<file path="config.mk">
export PLATFORM = sky130hd
export DESIGN_NAME = ddr_term_dram_flat
export DESIGN_NICKNAME = d
export VERILOG_FILES = /design/src/design/ddr_term_pkg.sv /design/src/design/ddr_term_if.sv /design/src/design/ddr_term_dram.sv /design/src/flat_wrapper.sv
export SDC_FILE = /design/constraint.sdc
export NUM_CORES = 1
export LEC_CHECK = 0
export ABC_AREA = 1
export BUFFER_PORTS_ARGS = -buffer_cell sky130_fd_sc_hd__buf_2
export CAP_MARGIN = 30
export CORE_MARGIN = 1
export CORE_UTILIZATION = 30
export DETAILED_ROUTE_END_ITERATION = 12
export PLACE_DENSITY = 0.44
export REMOVE_ABC_BUFFERS = 1
export SLEW_MARGIN = 40
export SYNTH_ARGS = -nofsm -noshare
export SYNTH_HDL_FRONTEND = slang
export SYNTH_SLANG_ARGS = --single-unit
</file>
<file path="constraint.sdc">
create_clock -name clock -period 3.45 [get_ports clock]
set_clock_uncertainty 0.1 [all_clocks]
set_input_delay 0.5175 -clock clock [delete_from_list [all_inputs] [get_ports clock]]
set_output_delay 0.5175 -clock clock [all_outputs]
set_load 0.01 [all_outputs]
</file>
<file path="src/design/ddr_term_pkg.sv">
// Shared constants, types and helpers for the termination link
package ddr_term_pkg;
   localparam int MR_W = 13;
   localparam int LAT_W = 6;
   localparam int HIST_W = 16;
   localparam logic [LAT_W-1:0] LAT_OFFSET = 6'h02;
   localparam logic [LAT_W-1:0] TERM_MIN_HIGH_SHORT = 6'h04;
   localparam logic [LAT_W-1:0] TERM_MIN_HIGH_LONG = 6'h06;
   localparam logic [LAT_W-1:0] SKEW_ONE = 6'h01;
   localparam logic [LAT_W-1:0] MODE_UPDATE_DELAY = 6'h0c;
   localparam int NOM_B0 = 2;
   localparam int NOM_B1 = 6;
   localparam int NOM_B2 = 9;
   localparam int LEVEL_BIT = 7;
   localparam int DLL_DIS_BIT = 0;
   localparam int WR_LO = 9;
   localparam int WR_HI = 10;
   localparam int REF_OHM = 240;
   localparam logic [3:0] DIV_OFF = 4'h0;
   localparam logic [3:0] DIV_2 = 4'h2;
   localparam logic [3:0] DIV_4 = 4'h4;
   localparam logic [3:0] DIV_6 = 4'h6;
   localparam logic [3:0] DIV_8 = 4'h8;
   localparam logic [3:0] DIV_12 = 4'hc;
   localparam int CLK_PS = 4000;
   localparam int ASYNC_MIN_PS = 2000;
   localparam int ASYNC_MAX_PS = 8500;
   localparam int ASYNC_MIN_CYC = (ASYNC_MIN_PS + CLK_PS - 1) / CLK_PS;
   localparam int ASYNC_MAX_CYC = ASYNC_MAX_PS / CLK_PS;
   localparam int CK_PERIOD_PS = 80000;
   localparam logic [4:0] CK_HALF_CYC = 5'(CK_PERIOD_PS / (2 * CLK_PS));

   typedef enum logic [1:0] {
      CMD_NOP = 2'b00,
      CMD_WRITE = 2'b01,
      CMD_MODE1 = 2'b10,
      CMD_MODE2 = 2'b11
   } cmd_t;

   function automatic logic [2:0] nom_code(input logic [MR_W-1:0] mr);
      return {mr[NOM_B2], mr[NOM_B1], mr[NOM_B0]};
   endfunction

   function automatic logic [3:0] nom_div(input logic [2:0] code);
      unique case (code)
         3'h1: return DIV_4;
         3'h2: return DIV_2;
         3'h3: return DIV_6;
         3'h4: return DIV_12;
         3'h5: return DIV_8;
         default: return DIV_OFF;
      endcase
   endfunction

   function automatic logic nom_write_ok(input logic [3:0] d);
      return d == DIV_2 || d == DIV_4 || d == DIV_6;
   endfunction

   function automatic logic [LAT_W-1:0] lat_of(input logic [3:0] wl,
                                              input logic [3:0] al);
      logic [LAT_W-1:0] t;
      t = LAT_W'(wl) + LAT_W'(al) - LAT_OFFSET;
      if (t == '0) t = SKEW_ONE;
      if (t > LAT_W'(HIST_W)) t = LAT_W'(HIST_W);
      return t;
   endfunction
endpackage

</file>
<file path="src/design/ddr_term_if.sv">
// Link between memory controller and termination logic
`timescale 1ns/10ps
`default_nettype none
interface ddr_term_if;
   import ddr_term_pkg::*;
   logic ck;
   logic odt;
   cmd_t cmd;
   logic chop;
   logic [MR_W-1:0] mr;
   modport ctrl (output ck, output odt, output cmd, output chop,
                 output mr);
   modport dram (input ck, input odt, input cmd, input chop, input mr);
endinterface
`default_nettype wire

</file>
<file path="src/design/ddr_term_dram.sv">
// Memory-side termination control: nominal, write and leveling states
`timescale 1ns/10ps
`default_nettype none
module ddr_term_dram
   import ddr_term_pkg::*;
(
   input wire logic clock,
   input wire logic arst_n,
   ddr_term_if.dram link,
   input wire logic [3:0] write_latency,
   input wire logic [3:0] additive_latency,
   input wire logic dll_pd_off,
   input wire logic dll_syncing,
   input wire logic self_refresh,
   output logic [3:0] dq_div,
   output logic [3:0] dqs_div,
   output logic write_term_active,
   output logic term_settling,
   output logic code_illegal,
   output logic write_misuse
);
   typedef struct packed {
      logic [2:0] ck_s;
      logic [2:0] odt_s;
      logic [2:0] chop_s;
      logic [1:0] cmd_s1;
      logic [1:0] cmd_s2;
      logic [1:0] cmd_s3;
      logic [MR_W-1:0] mr_s1;
      logic [MR_W-1:0] mr_s2;
      logic [MR_W-1:0] mr_s3;
      logic ck_st;
      logic odt_st;
      logic chop_st;
      logic [1:0] cmd_st;
      logic [MR_W-1:0] mr_st;
      logic [MR_W-1:0] mr1;
      logic [MR_W-1:0] mr2;
      logic [HIST_W-1:0] hist;
      logic pend;
      logic sync_on;
      logic [ASYNC_MIN_CYC-1:0] async_odt;
      logic wr_run;
      logic wr_chop;
      logic wr_on;
      logic [LAT_W-1:0] wr_cnt;
      logic [LAT_W:0] mod_cnt;
      logic [3:0] dq_div;
      logic [3:0] dqs_div;
      logic illegal;
      logic misuse;
   } dram_state_t;

   dram_state_t state_ff;
   dram_state_t nxt_state;

   always_comb begin
      logic rise;
      logic fall;
      logic async_mode;
      logic nom_on;
      logic dyn;
      logic [LAT_W-1:0] lat;
      logic [LAT_W-1:0] ret;
      logic [LAT_W-1:0] cnt;
      logic [3:0] idx;
      logic [3:0] nd;
      logic [3:0] wd;
      rise = 1'b0;
      fall = 1'b0;
      async_mode = 1'b0;
      nom_on = 1'b0;
      dyn = 1'b0;
      lat = '0;
      ret = '0;
      cnt = '0;
      idx = '0;
      nd = DIV_OFF;
      wd = DIV_OFF;
      nxt_state = state_ff;

      // Three-stage pin sampling, value taken when stages 2 and 3 agree
      nxt_state.ck_s = {state_ff.ck_s[1:0], link.ck};
      nxt_state.odt_s = {state_ff.odt_s[1:0], link.odt};
      nxt_state.chop_s = {state_ff.chop_s[1:0], link.chop};
      nxt_state.cmd_s1 = link.cmd;
      nxt_state.cmd_s2 = state_ff.cmd_s1;
      nxt_state.cmd_s3 = state_ff.cmd_s2;
      nxt_state.mr_s1 = link.mr;
      nxt_state.mr_s2 = state_ff.mr_s1;
      nxt_state.mr_s3 = state_ff.mr_s2;
      if (state_ff.ck_s[1] == state_ff.ck_s[2]) begin
         nxt_state.ck_st = state_ff.ck_s[2];
      end
      if (state_ff.odt_s[1] == state_ff.odt_s[2]) begin
         nxt_state.odt_st = state_ff.odt_s[2];
      end
      if (state_ff.chop_s[1] == state_ff.chop_s[2]) begin
         nxt_state.chop_st = state_ff.chop_s[2];
      end
      if (state_ff.cmd_s2 == state_ff.cmd_s3) begin
         nxt_state.cmd_st = state_ff.cmd_s3;
      end
      if (state_ff.mr_s2 == state_ff.mr_s3) begin
         nxt_state.mr_st = state_ff.mr_s3;
      end
      rise = nxt_state.ck_st & ~state_ff.ck_st;
      fall = ~nxt_state.ck_st & state_ff.ck_st;

      lat = lat_of(write_latency, additive_latency);
      idx = 4'(lat - SKEW_ONE);
      dyn = state_ff.mr2[WR_LO] | state_ff.mr2[WR_HI];
      ret = lat + (state_ff.wr_chop ? TERM_MIN_HIGH_SHORT
                                    : TERM_MIN_HIGH_LONG);

      if (rise) begin
         nxt_state.hist = {state_ff.hist[HIST_W-2:0], state_ff.odt_st};
         // Enable registered lat edges ago takes effect now
         nxt_state.pend = state_ff.hist[idx];
         if (state_ff.hist[idx]) begin
            nxt_state.sync_on = 1'b1;
         end
         if (state_ff.mod_cnt != '0) begin
            nxt_state.mod_cnt = state_ff.mod_cnt - 1'b1;
         end
         if (state_ff.wr_run) begin
            cnt = state_ff.wr_cnt + 1'b1;
            nxt_state.wr_cnt = cnt;
            if (cnt == lat) begin
               nxt_state.wr_on = dyn;
            end
            if (cnt == ret) begin
               nxt_state.wr_on = 1'b0;
               nxt_state.wr_run = 1'b0;
            end
         end
         unique case (cmd_t'(state_ff.cmd_st))
            CMD_WRITE: begin
               // New write restarts the burst window
               nxt_state.wr_run = 1'b1;
               nxt_state.wr_cnt = '0;
               nxt_state.wr_chop = state_ff.chop_st;
            end
            CMD_MODE1: begin
               nxt_state.mr1 = state_ff.mr_st;
               nxt_state.mod_cnt = (LAT_W+1)'(lat) +
                  (LAT_W+1)'(MODE_UPDATE_DELAY) +
                  (LAT_W+1)'(SKEW_ONE) + (LAT_W+1)'(SKEW_ONE);
            end
            CMD_MODE2: begin
               nxt_state.mr2 = state_ff.mr_st;
               nxt_state.mod_cnt = (LAT_W+1)'(lat) +
                  (LAT_W+1)'(MODE_UPDATE_DELAY) +
                  (LAT_W+1)'(SKEW_ONE) + (LAT_W+1)'(SKEW_ONE);
            end
            CMD_NOP: begin
            end
         endcase
      end
      // Turn-off lands on the half cycle after the latency edge
      if (fall && !state_ff.pend) begin
         nxt_state.sync_on = 1'b0;
      end

      nxt_state.async_odt = state_ff.odt_st;
      async_mode = dll_pd_off | dll_syncing;
      nom_on = async_mode ? state_ff.async_odt[0] : state_ff.sync_on;

      nd = nom_div(nom_code(state_ff.mr1));
      wd = state_ff.mr2[WR_HI] ? (state_ff.mr2[WR_LO] ? DIV_OFF : DIV_2)
                               : (state_ff.mr2[WR_LO] ? DIV_4 : DIV_OFF);
      if (state_ff.mr1[DLL_DIS_BIT] || self_refresh) begin
         nxt_state.dq_div = DIV_OFF;
         nxt_state.dqs_div = DIV_OFF;
      end else if (state_ff.mr1[LEVEL_BIT]) begin
         nxt_state.dq_div = DIV_OFF;
         nxt_state.dqs_div = nom_on ? nd : DIV_OFF;
      end else if (state_ff.wr_on && dyn) begin
         // Tied-high enable with nominal off still gives write cover
         nxt_state.dq_div = wd;
         nxt_state.dqs_div = wd;
      end else if (nom_on) begin
         nxt_state.dq_div = nd;
         nxt_state.dqs_div = nd;
      end else begin
         nxt_state.dq_div = DIV_OFF;
         nxt_state.dqs_div = DIV_OFF;
      end
      nxt_state.illegal = nom_code(state_ff.mr1) > 3'h5;
      nxt_state.misuse = ~dyn & state_ff.wr_run & nom_on &
                         ~nom_write_ok(nd);
   end

   always_ff @(posedge clock or negedge arst_n) begin
      if (!arst_n) begin
         state_ff <= '0;
      end else begin
         state_ff <= nxt_state;
      end
   end

   assign dq_div = state_ff.dq_div;
   assign dqs_div = state_ff.dqs_div;
   assign write_term_active = state_ff.wr_on;
   assign term_settling = state_ff.mod_cnt != '0;
   assign code_illegal = state_ff.illegal;
   assign write_misuse = state_ff.misuse;
endmodule
`default_nettype wire

</file>
<file path="src/flat_wrapper.sv">
// flat-port wrapper written by rule: the top's interface ports become plain ports
module ddr_term_dram_flat import ddr_term_pkg::*;
  (clock, arst_n, write_latency, additive_latency, dll_pd_off, dll_syncing, self_refresh, dq_div, dqs_div, write_term_active, term_settling, code_illegal, write_misuse, link_ck, link_odt, link_cmd, link_chop, link_mr);
  ddr_term_if link_i ();
  input wire logic clock;
  input wire logic arst_n;
  input wire logic [3:0] write_latency;
  input wire logic [3:0] additive_latency;
  input wire logic dll_pd_off;
  input wire logic dll_syncing;
  input wire logic self_refresh;
  output logic [3:0] dq_div;
  output logic [3:0] dqs_div;
  output logic write_term_active;
  output logic term_settling;
  output logic code_illegal;
  output logic write_misuse;
  input wire logic [$bits(link_i.ck)-1:0] link_ck;
  input wire logic [$bits(link_i.odt)-1:0] link_odt;
  input wire logic [$bits(link_i.cmd)-1:0] link_cmd;
  input wire logic [$bits(link_i.chop)-1:0] link_chop;
  input wire logic [$bits(link_i.mr)-1:0] link_mr;
  assign link_i.ck = link_ck;
  assign link_i.odt = link_odt;
  assign link_i.cmd = link_cmd;
  assign link_i.chop = link_chop;
  assign link_i.mr = link_mr;
  ddr_term_dram u_core (.clock(clock), .arst_n(arst_n), .link(link_i), .write_latency(write_latency), .additive_latency(additive_latency), .dll_pd_off(dll_pd_off), .dll_syncing(dll_syncing), .self_refresh(self_refresh), .dq_div(dq_div), .dqs_div(dqs_div), .write_term_active(write_term_active), .term_settling(term_settling), .code_illegal(code_illegal), .write_misuse(write_misuse));
endmodule
</file>
* After elaboration in Yosys (flattened, before gate mapping)
Index checks and enable logic that the tools add are counted.
** Storage, ports and cells
- Register bits after elaboration :: 136
- Logic and storage cells :: 119
** Cells by class
- Mux-type cells :: 28
- Equality and inequality tests :: 18
- $lt $le $gt $ge :: 3
- Reduce and logical (&&, ||, !) cells :: 21
- $add $sub $neg :: 9
- Bitwise operators :: 11
** Operator list (number)
- $mux 8 :: 4
- $mux 6 :: 4
- $pmux 4 s5 :: 1
- $add 7x1->7 const B :: 2
- $mux 7 :: 2
- $eq 13x13->1 :: 1
- $eq 6x6->1 :: 2
- $reduce_and 2->1 :: 6
- $mux 1 :: 10
- $reduce_bool 2->1 :: 5
- $eq 4x3->1 const B :: 2
- $add 6x4->7 const B :: 1
- $reduce_bool 7->1 :: 1
- $sub 7x1->7 const B :: 1
- $add 6x1->6 const B :: 1
- $add 6x3->6 :: 1
- $eq 3x2->1 const B :: 2
- $eq 3x3->1 const B :: 2
- $gt 6x5->1 const B :: 1
- $logic_not 6->1 :: 1
- $mux 2 :: 3
- $mux 3 :: 2
- $sub 6x2->6 const B :: 1
- $add 4x4->5 :: 1
- 19 further kinds :: 33

* Longest topological paths before layout
Gate-level depths: netlist of the first run.
- Depth after elaboration :: 12
- Gate-level depth with buffers :: 28

* Worst setup path after synthesis of the first run
Ideal clock, no wire load.
- Kind :: input -> register
- Start point :: input port write_latency[0]
- End point :: register u_core.state_ff, in the netlist u_core.write_term_active
- Setup time :: 0.117 ns
- Cell stages on the path :: 25
- Arrival time :: 3.565 ns
- Slack :: -0.332 ns
- Cells stage by stage :: ha_1 > inv_1 > fa_1 > nand2_2 > nand2_1 > ha_1 > inv_1 > nor3_1 > nand2_2 > nand2_4 > buf_12 > nand2_2 > inv_1 > ha_1 > inv_1 > ha_1 > xor2_1 > nor3_1 > nand2_1 > nor2_4 > nand2_2 > nand2_2 > nand2_1 > nand2_1 > nand2_1
** On the way
- Word-level cells in the longest chain between the ends :: 10
** Ends and longest elaborated chain
- start: declaration :: RTL line flat_wrapper.sv:7 : input wire logic [3:0] write_latency;
- $add 4x4->5 * :: RTL line ddr_term_pkg.sv:62 : t = LAT_W'(wl) + LAT_W'(al) - LAT_OFFSET;
- $sub 6x2->6 * :: RTL line ddr_term_pkg.sv:62
- $logic_not 6->1 :: RTL line ddr_term_pkg.sv:63 : if (t == '0) t = SKEW_ONE;
- $mux 6 * :: RTL line ddr_term_pkg.sv:63
- $gt 6x5->1 :: RTL line ddr_term_pkg.sv:64 : if (t > LAT_W'(HIST_W)) t = LAT_W'(HIST_W);
- $mux 6 * :: RTL line ddr_term_pkg.sv:64
- $add 6x3->6 :: RTL line ddr_term_dram.sv:113 : ret = lat + (state_ff.wr_chop ? TERM_MIN_HIGH_SHORT
- $eq 6x6->1 :: RTL line ddr_term_dram.sv:132 : if (cnt == ret) begin
- $reduce_bool 2->1 (no line)
- $reduce_and 3->1 (no line)
- end signal: assignment :: RTL line ddr_term_dram.sv:198 : state_ff <= nxt_state;
- end: declaration :: RTL line ddr_term_dram.sv:54 : dram_state_t state_ff;
Every way passes the cells marked *; elsewhere a longest branch is shown, timed or not.
A chain may end at the register's enable or synchronous reset.

* Worst setup path in the final report of the first run
Same ends and word-level chain as after synthesis.

==> reports/metrics.csv, run 1 <==
metric;value;unit
synth_compound_area_share;6.58;%
synth_area_leader_cell;dfrtp_1;
clkSlewWorstSetupHoldPaths;60;ps
yosysTopAreaCellShare;57.1;%
worst-setup-path-type;primary input to register;
ys_top_cells_by_area;dfrtp_1, nand2_1, inv_1;
cts_buffers;17;
synthSimpleGateAreaFrac;21.0;%
yosys-mux-area-fraction;0.224;%
root_buffer;clkbuf_16;
utilization;37.7;%
insertion_delay;410;ps
io_pins;43;
tightestPinTransition;702;ps
finalSetupViolCount;0;
numPortBuffers;40;
wire_per_inst;11.3;um
cp.arrival;3410;ps
place_ws;-282;ps
drtIter0Drc;98;
die_area;17300;um^2
n_antenna_cell;0;
finalPower;4350;uW
regToRegEndpoint;u_core.state_ff[13];
status;finished, final reports clean;
vias;3473;
synthCells;513;
hpwl;6.51;mm
htreeDepth;4;
cts_tree;built;
worstSetupStartpointType;primary input;
slew_headroom;53.2;%
rr_startpoint;u_core.state_ff[88];
drtPass1Iterations;4;
setup_slack;237;ps
grt_overflow;0;
hold_viol;0;
avgSynthCellArea;9.82;um^2
synth_seq_cells;115;
initial_core_util;30.6;%
ys_async_sr_fraction;100;%
reg2reg_slack;1200;ps
peakVddDrop;335;uV
grt.total_usage;12.1;%
grt_pass1_wl;16.6;mm
finalMaxSlewViolations;0;
cp_max_fo;2;
rsz0062_at_grt;false;
worst_setup_path_end_kind;register;
required;3650;ps
core-area;16500;um^2
drive_gt1_share;23.6;%
drt-total-wl;9.20;mm
fin_crit_sh;93.1;%
synthToLayoutAreaGrowth;23.2;%
drc;0;
synth_adder_area_share;3.73;%
synth_top_family_by_area;simple AND/OR/NAND/NOR gates;
leakage;0.00306;uW
place_congestion;0.745;
rows;47;
p_per_area;700;nW/um^2
synth-seq-area-share;57.1;%
antenna_found_initial;0;
cts_sinks;115;
period_needed;3210;ps
grt_max_degree;75;
fillers;1680;
die_h;132;um
fp.dieW;132;um
netlist_area;5040;um^2
ys_types;48;
final_nets;623;
synth-edff-count;0;
hp-class;primary input to async pin;
grt_pass1_vias;3640;
yosys.area_share.xor_xnor;4.47;%
cts_max_path_buffers;2;
reg2regPathDepth;7;
fmax;311;MHz
ys_warn_count;0;
synthFlopType;dfrtp_1;
maxCapViolCount;0;
drtAntennaViolNets;0;
finalHoldWorstSlack;19.3;ps
vias_per_cell;4.27;
==> cells in the mapped netlist (all sizes together) (5+ instances only) <==
cell    number
xnor2        5
a21oi       17
dfrtp      115
o21ai       28
nor2        32
buf         11
nand3       45
nor3         7
inv         59
xor2        19
ha          11
nand2      131
clkbuf       5
==> worst max path at each step <==
stage | slack (ps) | from | endpoint | depth (start not counted)
floorplan | -300 | write_latency[0] | u_core.write_term_active | 24
global placement | -240 | write_latency[0] | u_core.write_term_active | 23
detailed placement | -280 | write_latency[0] | u_core.write_term_active | 25
CTS | 140 | write_latency[0] | u_core.write_term_active | 25
global route | 0.002 | write_latency[0] | u_core.write_term_active | 25
finish | 240 | write_latency[0] | u_core.write_term_active | 23
==> routing by layer <==
metal | routed length [um] | global-route usage [%] | up-vias
li1 | - | - | 1771
met1 | 4250 | 14.3 | 1655
met2 | 4560 | 20.2 | 40
met3 | 275 | 3.78 | 7
met4 | 120 | 4.97 | 0
met5 | 0 | 0 | -
==> per-stage QoR <==
step,instances,cell area (um^2),setup TNS (ps)
2_1_floorplan,498,4920,-576
3_3_place_gp,779,5570,-532
3_5_place_dp,779,5580,-751
4_1_cts,811,6170,0
5_1_grt,813,6200,0
6_report,813,6200,0
==> flip-flops by register name, indices dropped and copies added, names as in the netlist <==
signal	cells
u_core.nxt_state	37
u_core.dqs_div	3
u_core.write_misuse	1
u_core.write_term_active	1
u_core.state_ff	69
u_core.code_illegal	1
u_core.dq_div	3
==> worst max-delay path: stages <==
cell     delay (ps)
buf_2           110
ha_4            150
inv_2            50
fa_2            450
ha_2            320
inv_1            50
nor3_2          200
nand2_2          90
nand2_4          80
nand2_2          50
inv_2            60
ha_1            130
inv_1            50
ha_1            270
xor2_1          160
nor3_1          150
nand2_1         110
nor2_4          120
nand2_2          60
nand2_2          70
nand2_1          50
nand2_1          50
nand2_1          50
==> power by group <==
group	switching, uW	total (uW)	internal [uW]
sequential	134	1670	1530
clock	710	1740	1030
combinational	548	940	392
==> timing repair <==
action | in CTS | in global routing
setup endpoints to repair | 0 | 2
hold buffers | 0 | 0
resized for setup | 0 | 8
setup buffers | 0 | 2
==> cells by family after synthesis <==
kind of cell,after synthesis
XOR/XNOR,24
flip-flops,115
buffers and inverters,76
adder cells (fa/ha/maj),15
AND/OR/NAND/NOR,224
other,1
multiplexers,1
AO/OA/AOI/OAI,57
==> area by class of cell <==
type | instances | area, um^2 | share of cell area (%)
Inverter | 60 | 225 | 3.63
Timing Repair Buffer | 63 | 392 | 6.31
Multi-Input combinational cell | 323 | 1840 | 29.7
Clock buffer | 17 | 425 | 6.86
Tap cell | 220 | 275 | 4.44
Clock inverter | 15 | 164 | 2.64
Sequential cell | 115 | 2880 | 46.4
==> placed cells by master (no fill, tap or decap), drive strengths merged <==
cell	n
a211oi	1
a21boi	2
a21oi	17
a221oi	1
a22oi	1
a31oi	1
buf	63
bufinv	1
clkbuf	17
clkinv	3
clkinvlp	2
conb	2
dfrtp	115
fa	1
ha	11
inv	69
maj3	3
mux2	1
nand2	131
nand3	45
nand3b	1
nand4	2
nor2	32
nor3	7
nor3b	2
nor4	2
o211ai	3
o21ai	28
o21bai	1
o22ai	2
or2	2
xnor2	5
xor2	19
(Power assumes the default switching activity.)
==> run 2: changes to the inputs <==
--- a/config.mk
+++ b/config.mk
@@ -8,10 +8,12 @@
 export ABC_AREA = 1
 export BUFFER_PORTS_ARGS = -buffer_cell sky130_fd_sc_hd__buf_2
 export CAP_MARGIN = 30
+export CELL_PAD_IN_SITES_DETAIL_PLACEMENT = 0
+export CELL_PAD_IN_SITES_GLOBAL_PLACEMENT = 1
 export CORE_MARGIN = 1
 export CORE_UTILIZATION = 30
 export DETAILED_ROUTE_END_ITERATION = 12
-export PLACE_DENSITY = 0.44
+export PLACE_DENSITY = 0.53
 export REMOVE_ABC_BUFFERS = 1
 export SLEW_MARGIN = 40
 export SYNTH_ARGS = -nofsm -noshare
==> run 2 against run 1 <==
  * Sequential cell count unchanged
  * Worst hold slack worse by 39 ps
  * Clock power down 7%
  * Critical endpoint unchanged
  * Largest cell class unchanged
  * The run now ends with hold timing left
  * Final area down 0.28%
==> reports/metrics.csv, run 2 (synthesized netlist as in run 1, its figures left out) <==
metric;value;unit;change
status;finished with violations;;
violations;hold timing;;
io_pins;43;;unchanged
fmax;317;MHz;+2.0%
cts_max_path_buffers;2;;unchanged
drt-total-wl;9.26;mm;+0.62%
rsz0062_at_grt;false;;
layout_common_cells;dfrtp_1, nand2_1, inv_1, nand3_1, buf_2;;
drc;0;;unchanged
fin_crit_sh;91.3;%;-1.8 points
place_congestion;0.791;;+6.3%
layout_commonest_cell;dfrtp_1;;
fillers;1705;;+1.5%
drtIter0Drc;108;;+10%
grt_overflow;0;;unchanged
rr_startpoint;u_core.state_ff[10];;
drtPass1Iterations;4;;unchanged
wire_per_inst;11.4;um;+0.50%
worst-setup-path-type;primary input to register;;
grt_pass1_vias;3519;;-3.3%
die_h;132;um;unchanged
cpLargestDelayFamily;adder cells;;
insertion_delay;410;ps;about the same
maxCapViolCount;0;;unchanged
cp.arrival;3350;ps;-60 ps
hpwl;6.55;mm;+0.54%
largest_reg_flops;69;;unchanged
path_cells;buf_2 > ha_4 > inv_2 > fa_2 > ha_2 > inv_1 > nor3_2 > nand2_2 > nand2_4 > nand2_2 > inv_1 > ha_1 > inv_1 > ha_4 > xor2_1 > nor3_1 > nand2_1 > nor2_4 > nand2_2 > nand2_2 > nand2_1 > nand2_1 > nand2_1;;
cts_hold_buf;0;;unchanged
core-area;16500;um^2;unchanged
regToRegEndpoint;u_core.state_ff[13];;
p_per_area;686;nW/um^2;-2.1%
cts_tree;built;;
finalPower;4240;uW;-2.3%
grt.total_usage;12.2;%;+0.052 points
hold_viol;41;;+41
reg2reg_slack;1150;ps;-50 ps
max_stage_delay;440;ps;about the same
cts_buffers;17;;unchanged
drtAntennaViolNets;0;;unchanged
root_buffer;clkbuf_16;;
fp.dieW;132;um;unchanged
finalSetupViolCount;0;;unchanged
worstSetupStartpointType;primary input;;
grt_max_degree;62;;-17%
finalHoldWorstSlack;-20.1;ps;-39.4 ps
final_nets;624;;+0.16%
cp_max_fo;2;;unchanged
critical-path-slowest-cell;fa_2;;
die_area;17300;um^2;unchanged
setup_slack;299;ps;+61.6 ps
numPortBuffers;40;;unchanged
initial_core_util;30.6;%;unchanged
rows;47;;unchanged
clkSlewWorstSetupHoldPaths;60;ps;about the same
period_needed;3150;ps;-61.6 ps
n_antenna_cell;0;;unchanged
leakage;0.00305;uW;-0.29%
slew_headroom;55.9;%;+2.7 points
htreeDepth;4;;unchanged
crit_buf_inv;5;;unchanged
peakVddDrop;355;uV;+6.0%
synthToLayoutAreaGrowth;22.8;%;
vias;3448;;-0.72%
reg2regPathDepth;9;;+2
place_ws;-285;ps;-3.66 ps
required;3650;ps;about the same
worst_setup_path_end_kind;register;;
antenna_found_initial;0;;unchanged
regMostFlops;u_core.state_ff;;
vias_per_cell;4.24;;-0.84%
grt_pass1_wl;16.7;mm;+0.17%
hp-class;primary input to async pin;;
finalMaxSlewViolations;0;;unchanged
cts_sinks;115;;unchanged
drive_gt1_share;23.6;%;-0.040 points
tightestPinTransition;654;ps;-47.7 ps
-- run 2: where the power goes --
group	switching (uW)	internal (uW)
clock	675	941
sequential	135	1530
combinational	556	402
total	1370	2880
-- run 2: final cells by class --
class                           instances  area, um^2  area share, %
Inverter                               60         225           3.64
Sequential cell                       115        2880           46.5
Clock inverter                         14         123           1.98
Tap cell                              220         275           4.45
Multi-Input combinational cell        323        1860           30.0
Timing Repair Buffer                   64         399           6.45
Clock buffer                           18         429           6.94
-- run 2: worst register-to-register path: stages (launching register included) --
cell	delay (ps)
dfrtp_1	360
inv_1	130
ha_1	210
nand2_1	100
nor3_1	220
nand2_1	140
o21ai_1	440
inv_1	230
o211ai_1	150
o21ai_0	110
-- run 2: layer usage --
layer	wire (um)	part of all wire, %	vias up	GRT usage (%)
li1	-	-	1771	-
met1	4320	47	1592	15.6
met2	4360	47	68	18.9
met3	371	4.0	17	3.20
met4	205	2.2	0	6.07
met5	0	0	-	0
-- run 2: worst max path at each step --
stage,from,end,slack [ps],cells past startpoint
after floorplan,write_latency[0],u_core.write_term_active,-300,24
after global placement,write_latency[0],u_core.write_term_active,-230,23
after detailed placement,write_latency[0],u_core.write_term_active,-290,25
after CTS,write_latency[0],u_core.write_term_active,170,23
after global routing,write_latency[0],u_core.write_term_active,10,25
final,write_latency[0],u_core.write_term_active,300,23
-- run 2: through the flow --
stage	std cells	setup TNS [ps]	instance area, um^2	utilization, %	hold slack [ps]
detailed placement	782	-655	5600	34.0	236
global route	814	0	6190	37.6	26.5
global placement	782	-485	5600	34.0	233
finish	814	0	6190	37.6	-20.1
CTS	814	0	6150	37.3	87.8
floorplan	498	-576	4920	-	122
-- run 2: repair_timing --
| item | 4_1_cts | 5_1_grt |
|---|---|---|
| setup endpoints to repair | 0 | 2 |
| buffers inserted | 0 | 0 |
| resized for setup | 0 | 8 |
